### src/core/wpos_cfg.svh
// Purpose: Constants of the two-wire wiper position slave.
// Assumes: Included by bare name from the design files.
// Notes: Sizes, opcodes and reset values of the serial protocol live here; field positions are decoded in the slave.
`ifndef WPOS_CFG_SVH
`define WPOS_CFG_SVH
`define WPOS_SEGMENTS 255
`define WPOS_TAPS 256
`define WPOS_NSTORE 16
// Device type identifier; the value is arbitrary.
`define WPOS_DEV_ID 4'hA
`define WPOS_OP_RD_WIPER 3'h4
`define WPOS_OP_RD_STORE 3'h5
`define WPOS_OP_WR_STORE 3'h6
`define WPOS_OP_WR_WIPER 3'h7
`define WPOS_OP_XFER_TO_STORE 3'h2
`define WPOS_OP_XFER_TO_WIPER 3'h3
`define WPOS_STORE_RST 8'h80
`define WPOS_WIPER_RST 8'h00
`define WPOS_BITS_PER_BYTE 4'h8
`endif

### src/core/wpos_pkg.sv
// Purpose: Types of the two-wire wiper position slave.
// Assumes: Nothing beyond the constants header.
// Notes: Protocol phases of the serial slave.
`default_nettype none
package wpos_pkg;
  typedef enum logic [3:0] {
    ST_IDLE, ST_ADDR, ST_ADDR_ACK, ST_INSTR, ST_INSTR_ACK,
    ST_WDATA, ST_WDATA_ACK, ST_RDATA, ST_RDATA_ACK
  } wpos_state_t;
endpackage
`default_nettype wire

### src/core/wpos_tap_decode.sv
// Purpose: One-hot decode of the wiper position onto the tap switches.
// Assumes: Position is eight bits.
// Notes: Purely combinational.
`timescale 1ns/1ps
`default_nettype none
`include "wpos_cfg.svh"
module wpos_tap_decode (
  input wire logic [7:0] position, // wiper position
  output logic [`WPOS_TAPS-1:0] tap_sel // one-hot tap switch enables
);
  assign tap_sel = {{(`WPOS_TAPS-1){1'b0}}, 1'b1} << position;
endmodule // wpos_tap_decode
`default_nettype wire

### src/core/wpos_slave.sv
// Purpose: Two-wire slave holding one wiper position and 16 stored positions.
// Assumes: Bus pins are asynchronous to clk and far slower than 100 MHz.
// Notes: Stored positions are flip-flops standing in for non-volatile cells.
`timescale 1ns/1ps
`default_nettype none
`include "wpos_cfg.svh"
// Functional notes
// Model a chain of 255 segments; every tap point can reach the wiper.
// A volatile wiper position register selects the tap joined to wiper.
// After reset the default stored position is loaded into the wiper.
// Sixteen stored position registers, each writable and readable over bus.
// Address, opcode, pointer and data bits are sampled on rising clock.
// Returned bits change only after a falling edge of the serial clock.
// The data line is open drain: pulled low or released.
// Straps give the low three address bits; the fourth is grounded.
// Take part only when the received address matches the straps.
// At most eight such devices share one bus, each distinct.
// The master makes the serial clock; the device never drives it.
// With write protect low, stored position writes are refused.
// Acknowledge address, command byte and the following data byte.
// Eight-bit wiper decoded so exactly one of 256 taps is on.
module wpos_slave (
  input wire logic clk, // 100 MHz clock
  input wire logic rst, // synchronous reset, active high
  input wire logic scl_i, // serial clock pin
  input wire logic sda_i, // serial data pin level
  output logic sda_o, // serial data drive value, always low
  output logic sda_oe_n, // low while the data line is pulled low
  input wire logic address_strap_bit0, // address strap
  input wire logic address_strap_bit1, // address strap
  input wire logic address_strap_bit2, // address strap
  input wire logic address_strap_bit3_grounded, // strap tied low
  input wire logic write_protect_n, // low blocks stored position writes
  output logic [7:0] wiper_position, // wiper position register
  output logic [`WPOS_TAPS-1:0] tap_sel // one-hot tap switch enables
);
  function automatic logic [2:0] op_of(input logic [7:0] b);
    return b[7:5];
  endfunction

  logic [6:0] sync1_q;
  logic [6:0] sync2_q;
  logic scl_q3;
  logic sda_q3;
  wpos_pkg::wpos_state_t state_q;
  logic [3:0] bitcnt_q;
  logic [7:0] shift_q;
  logic [7:0] instr_q;
  logic [7:0] tx_q;
  logic drive_q;
  logic recall_q;
  logic is_rd_q;
  logic is_wr_q;
  logic [7:0] wiper_position_register;
  logic [7:0] store_q [`WPOS_NSTORE];

  always_ff @(posedge clk) begin
    if (rst) begin
      sync1_q <= 7'h7F;
      sync2_q <= 7'h7F;
      scl_q3 <= 1'b1;
      sda_q3 <= 1'b1;
    end else begin
      sync1_q <= {write_protect_n, address_strap_bit3_grounded,
                  address_strap_bit2, address_strap_bit1,
                  address_strap_bit0, sda_i, scl_i};
      sync2_q <= sync1_q;
      scl_q3 <= sync2_q[0];
      sda_q3 <= sync2_q[1];
    end
  end

  wire scl_s = sync2_q[0];
  wire sda_s = sync2_q[1];
  wire [3:0] straps = sync2_q[5:2];
  wire wp_ok = sync2_q[6];
  wire scl_rise = scl_s & ~scl_q3;
  wire scl_fall = ~scl_s & scl_q3;
  wire start_ev = scl_s & scl_q3 & sda_q3 & ~sda_s;
  wire stop_ev = scl_s & scl_q3 & ~sda_q3 & sda_s;
  wire byte_full = bitcnt_q == `WPOS_BITS_PER_BYTE;
  wire byte_end = scl_fall & byte_full & ~start_ev & ~stop_ev;
  wire addr_hit = shift_q == {`WPOS_DEV_ID, straps};
  wire rx_state = state_q == wpos_pkg::ST_ADDR ||
                  state_q == wpos_pkg::ST_INSTR ||
                  state_q == wpos_pkg::ST_WDATA;
  wire instr_end = byte_end & state_q == wpos_pkg::ST_INSTR;
  wire wdata_end = byte_end & state_q == wpos_pkg::ST_WDATA;
  wire bank0 = shift_q[3:2] == 2'b00;
  wire [2:0] new_op = op_of(shift_q);
  wire [2:0] cur_op = op_of(instr_q);
  wire is_rd = new_op == `WPOS_OP_RD_WIPER || new_op == `WPOS_OP_RD_STORE;
  wire is_wr = new_op == `WPOS_OP_WR_WIPER || new_op == `WPOS_OP_WR_STORE;
  wire st_req = (wdata_end & cur_op == `WPOS_OP_WR_STORE) |
                (instr_end & new_op == `WPOS_OP_XFER_TO_STORE & bank0);
  wire st_we = st_req & wp_ok;
  wire [3:0] st_idx = wdata_end ? instr_q[3:0] : shift_q[3:0];
  wire [7:0] st_wdata = wdata_end ? shift_q : wiper_position_register;
  wire wp_we = (wdata_end & cur_op == `WPOS_OP_WR_WIPER) |
               (instr_end & new_op == `WPOS_OP_XFER_TO_WIPER & bank0);
  wire [7:0] wp_wdata = wdata_end ? shift_q : store_q[shift_q[3:0]];
  wire [7:0] rd_val = new_op == `WPOS_OP_RD_WIPER ?
                      wiper_position_register : store_q[shift_q[3:0]];

  // Serial protocol sequencer; start and stop override any phase.
  always_ff @(posedge clk) begin
    if (rst) begin
      state_q <= wpos_pkg::ST_IDLE;
      bitcnt_q <= 4'h0;
      shift_q <= 8'h00;
      instr_q <= 8'h00;
      tx_q <= 8'h00;
      drive_q <= 1'b0;
    end else if (start_ev) begin
      state_q <= wpos_pkg::ST_ADDR;
      bitcnt_q <= 4'h0;
      drive_q <= 1'b0;
    end else if (stop_ev) begin
      state_q <= wpos_pkg::ST_IDLE;
      drive_q <= 1'b0;
    end else begin
      if (scl_rise && rx_state && !byte_full) begin
        shift_q <= {shift_q[6:0], sda_s};
        bitcnt_q <= bitcnt_q + 4'h1;
      end
      if (scl_rise && state_q == wpos_pkg::ST_RDATA)
        bitcnt_q <= bitcnt_q + 4'h1;
      unique case (state_q)
        wpos_pkg::ST_ADDR: if (byte_end) begin
          bitcnt_q <= 4'h0;
          drive_q <= addr_hit;
          state_q <= addr_hit ? wpos_pkg::ST_ADDR_ACK : wpos_pkg::ST_IDLE;
        end
        wpos_pkg::ST_ADDR_ACK: if (scl_fall) begin
          drive_q <= 1'b0;
          state_q <= wpos_pkg::ST_INSTR;
        end
        wpos_pkg::ST_INSTR: if (byte_end) begin
          bitcnt_q <= 4'h0;
          instr_q <= shift_q;
          tx_q <= rd_val;
          drive_q <= 1'b1;
          state_q <= wpos_pkg::ST_INSTR_ACK;
        end
        wpos_pkg::ST_INSTR_ACK: if (scl_fall) begin
          drive_q <= is_rd_q & ~tx_q[7];
          state_q <= is_rd_q ? wpos_pkg::ST_RDATA :
                     is_wr_q ? wpos_pkg::ST_WDATA : wpos_pkg::ST_IDLE;
        end
        wpos_pkg::ST_WDATA: if (byte_end) begin
          bitcnt_q <= 4'h0;
          drive_q <= 1'b1;
          state_q <= wpos_pkg::ST_WDATA_ACK;
        end
        wpos_pkg::ST_WDATA_ACK: if (scl_fall) begin
          drive_q <= 1'b0;
          state_q <= wpos_pkg::ST_IDLE;
        end
        wpos_pkg::ST_RDATA: if (scl_fall) begin
          if (byte_full) begin
            bitcnt_q <= 4'h0;
            drive_q <= 1'b0;
            state_q <= wpos_pkg::ST_RDATA_ACK;
          end else if (bitcnt_q != 4'h0) begin
            tx_q <= {tx_q[6:0], 1'b0};
            drive_q <= ~tx_q[6];
          end
        end
        wpos_pkg::ST_RDATA_ACK: if (scl_fall)
          state_q <= wpos_pkg::ST_IDLE;
        wpos_pkg::ST_IDLE: ;
      endcase
    end
  end

  always_ff @(posedge clk) begin
    if (rst) begin
      is_rd_q <= 1'b0;
      is_wr_q <= 1'b0;
    end else if (instr_end) begin
      is_rd_q <= is_rd;
      is_wr_q <= is_wr;
    end
  end

  // Stored positions; flip-flops stand in for the non-volatile cells.
  always_ff @(posedge clk) begin
    if (rst) begin
      for (int i = 0; i < `WPOS_NSTORE; i++)
        store_q[i] <= `WPOS_STORE_RST;
    end else if (st_we) begin
      store_q[st_idx] <= st_wdata;
    end
  end

  always_ff @(posedge clk) begin
    if (rst) begin
      recall_q <= 1'b1;
      wiper_position_register <= `WPOS_WIPER_RST;
    end else if (recall_q) begin
      recall_q <= 1'b0;
      wiper_position_register <= store_q[0];
    end else if (wp_we) begin
      wiper_position_register <= wp_wdata;
    end
  end

  assign sda_o = 1'b0;
  assign sda_oe_n = ~drive_q;
  assign wiper_position = wiper_position_register;

  // Each of the 255 segments lies between two of the switched taps.
  wpos_tap_decode u_decode (
    .position(wiper_position_register),
    .tap_sel(tap_sel)
  );
endmodule // wpos_slave
`default_nettype wire

### config.mk
export PLATFORM = sky130hd
export DESIGN_NAME = wpos_slave
export DESIGN_NICKNAME = d
export VERILOG_FILES = /design/src/core/wpos_pkg.sv /design/src/core/wpos_tap_decode.sv /design/src/core/wpos_slave.sv
export VERILOG_INCLUDE_DIRS = /design/src /design/src/core
export SDC_FILE = /design/constraint.sdc
export NUM_CORES = 1
export LEC_CHECK = 0
export BUFFER_PORTS_ARGS = -buffer_cell sky130_fd_sc_hd__clkbuf_2
export CORE_UTILIZATION = 54
export DETAILED_ROUTE_END_ITERATION = 12
export HOLD_SLACK_MARGIN = 0.12
export PLACE_DENSITY_LB_ADDON = 0.2
export SLEW_MARGIN = 20
export SYNTH_ARGS = -nofsm -noshare
export SYNTH_HDL_FRONTEND = slang
export SYNTH_SLANG_ARGS = --single-unit
### constraint.sdc
create_clock -name clk -period 3.8 [get_ports clk]
set_clock_uncertainty 0.05 [all_clocks]
set_input_delay 0.19 -clock clk [delete_from_list [all_inputs] [get_ports clk]]
set_output_delay 0.19 -clock clk [all_outputs]
set_load 0.03 [all_outputs]
==> impl_metrics.py <==
metrics = {
    "run_status": {
        "status": "finished clean",
    },
    "floorplan": {
        "die_height_microns": 140.9,
        "die_x_microns": 140.9,
        "io_pins": 275,
        "start_util_pct": 55.31,
        "core_area_sq_mm": 0.01883,
        "die_area_sq_mm": 0.01985,
        "fp-row-count": 50,
    },
    "logic_synthesis": {
        "synth_flop_cell": "edfxtp_1",
        "ys_seq_area_share_pct": 49.01,
        "synth_nets": 1141,
        "ys_async_sr_fraction_pct": 0,
        "syn_avg_cell_area_sq_um": 9.217,
        "ys_ff_latch": 191,
        "netlist_area_sq_mm": 0.01041,
        "netlist_instances": 1130,
        "yosysUniqueCellTypes": 63,
        "ys.warnings.count": 0,
        "synth-edff-count": 128,
    },
    "global_routing": {
        "grt_pass1_vias": 8215,
        "grt.total_usage_pct": 33.53,
        "grt_overflow": 0,
        "grt_pass1_wl_microns": 48970,
        "grt_antenna_before_repair": 0,
        "grt_start_max_net_pins": 72,
    },
    "clocking": {
        "clockBufferDepth": 2,
        "clock_latency_ns": 0.45,
        "clk_pin_slew_worst_paths_ns": 0.07,
        "hold_buffers": 7,
        "cts_tree": "yes",
        "cts_sinks": 191,
        "cts-root-buf": "clkbuf_16",
        "htreeDepth": 4,
        "cts_buffers": 17,
        "post_cts_resized": 0,
        "cts_setup_buffers": 0,
    },
    "worst_hold_path": {
        "hp-class": "in2reg",
    },
    "critical_path": {
        "critPathKind": "reg2reg",
        "cp-end-kind": "flip-flop",
        "cp.arrival_ns": 3.19,
        "crit_chain": "nand2b_4, or4_4, a2111oi_4, buf_12, nand3_1, nand2b_1",
        "crit_fanout": 32,
        "critPathRequiredTime_ns": 3.85,
        "start_kind": "flip-flop",
        "critPathBufInv": 1,
        "crit_slowest_cell": "dfxtp_1",
        "worst_path_largest_cell_delay_ns": 0.66,
        "crit_family": "simple AND/OR/NAND/NOR gates",
    },
    "final_layout": {
        "fin_area_sq_mm": 0.01260,
        "syn_to_final_growth_pct": 20.94,
        "layout-drive-gt1-share_pct": 28.03,
        "fillers": 1539,
        "fin_nets": 1386,
        "final_cells": 1648,
        "final_cell_mix": "nor2_1, clkbuf_2, edfxtp_1",
        "final_common_cell": "nor2_1",
        "fin_util_pct": 66.89,
        "antenna_cells": 0,
    },
    "placement": {
        "place_ws_ns": 0.7182,
        "portBuffers": 273,
        "place_area_sq_mm": 0.01196,
        "dpl.cell_count": 1609,
        "gp_congestion": 0.9126,
        "hpwl_microns": 24320,
    },
    "route": {
        "drt_wl_total_microns": 33600,
        "drc": 0,
        "drtIter0Drc": 1268,
        "wl_per_cell_microns": 20.39,
        "first_pass_iters": 7,
        "drtAntennaViolNets": 0,
        "viasPerCell": 5.867,
        "routed-via-count": 9669,
    },
    "power_and_ir_drop": {
        "ir_worst_vdd_mv": 0.3627,
        "power.leakage_nw": 4.873,
        "power.density_mw_per_mm2": 356.0,
        "total_power_mw": 4.485,
    },
    "sta": {
        "fmax_mhz": 318.9,
        "hold_violations": 0,
        "worst_slew_pin_slew_ns": 0.9046,
        "final.setup.tns_ns": 0,
        "setup_slack_ns": 0.6644,
        "layout_worst_path_cycle_share_pct": 82.52,
        "maxSlewHeadroom_pct": 39.61,
        "finalMaxSlewViolations": 0,
        "holdWs_ns": 0.2891,
        "post-route-min-period_ns": 3.136,
        "setup_viol": 0,
        "rsz0062_at_grt": "false",
    },
    "flow_run": {
        "cap_violations": 0,
    },
}
metal layers:
layer | global-route usage [%] | share of wire (%) | vias up
met1 | 46.66 | 41 | 4629
met3 | 6.556 | 10 | 50
met2 | 51.56 | 46 | 593
met4 | 13.90 | 2.7 | 0
met5 | 0 | 0 | -
li1 | - | - | 4397
worst paths after layout:
check	from	endpoint	slack, ns	cells after the start
worst max-delay path	state_q[0]	store_q[11][1]	0.66	6
worst max register to register	state_q[0]	store_q[11][1]	0.66	6
worst min-delay path	rst	store_q[5][7]	0.29	4
worst min register to register	sync1_q[4]	sync2_q[4]	0.36	1
worst reg2reg max path: stages (launching register included):
cell and delay (ns):
dfxtp_1 0.66, nand2b_4 0.14, or4_4 0.52, a2111oi_4 0.38, buf_12 0.27, nand3_1 0.34
nand2b_1 0.42
where the power goes:
part | leakage, nW | switching (mW) | internal (mW)
combinational | 2.85 | 0.270 | 0.0988
sequential | 1.74 | 0.0752 | 2.29
clock | 0.289 | 0.845 | 0.901
total | 4.87 | 1.19 | 3.29
cell type report:
type | count | area, sq um | area share (%)
clock inverters | 13 | 115.1 | 0.9139
repair buffers | 303 | 1622 | 12.87
multi-input cells | 844 | 4907 | 38.96
inverters | 18 | 67.56 | 0.5364
well taps | 260 | 325.3 | 2.583
flip-flops and latches | 191 | 5106 | 40.54
clock buffers | 19 | 452.9 | 3.596
state kept, by name, summed over array words and instances, names as in the netlist, 4 cells and up, named ones only:
signal and count:
shift_q 8, tx_q 8, state_q 4, sync1_q 7
bitcnt_q 4, instr_q 7, wiper_position 8, sync2_q 7
store_q 128
logic make-up (layout without fill, tap and decap cells):
logic type,after synthesis,in the layout,share of synthesized area (%)
flops,191,191,49.01
simple gates,657,657,28.80
fa+ha+maj,2,2,0.2402
buf+inv,95,353,3.868
compound gates,95,95,7.328
xor+xnor,8,8,0.6728
other cells,1,1,0.03601
mux,81,81,10.04
synth_stat cells, types with 7 or more instances:
library cell / count / share of area (%)
a21oi_1: 9 / 0.43
a221oi_1: 22 / 1.9
a222oi_1: 7 / 0.67
buf_2: 16 / 0.77
clkbuf_1: 52 / 1.9
dfxtp_1: 63 / 12
edfxtp_1: 128 / 37
inv_1: 18 / 0.65
mux2i_1: 56 / 5.4
mux4_2: 16 / 3.5
nand2_1: 62 / 2.2
nand2b_1: 28 / 1.7
nand3_1: 26 / 1.2
nand3_4: 10 / 1.7
nand4_1: 20 / 1.2
nor2_1: 438 / 16
nor2b_1: 20 / 1.2
o211a_1: 8 / 0.77
o21ai_0: 12 / 0.58
or2_2: 17 / 1.0
Note: power is estimated with default switching activity, not from simulation.
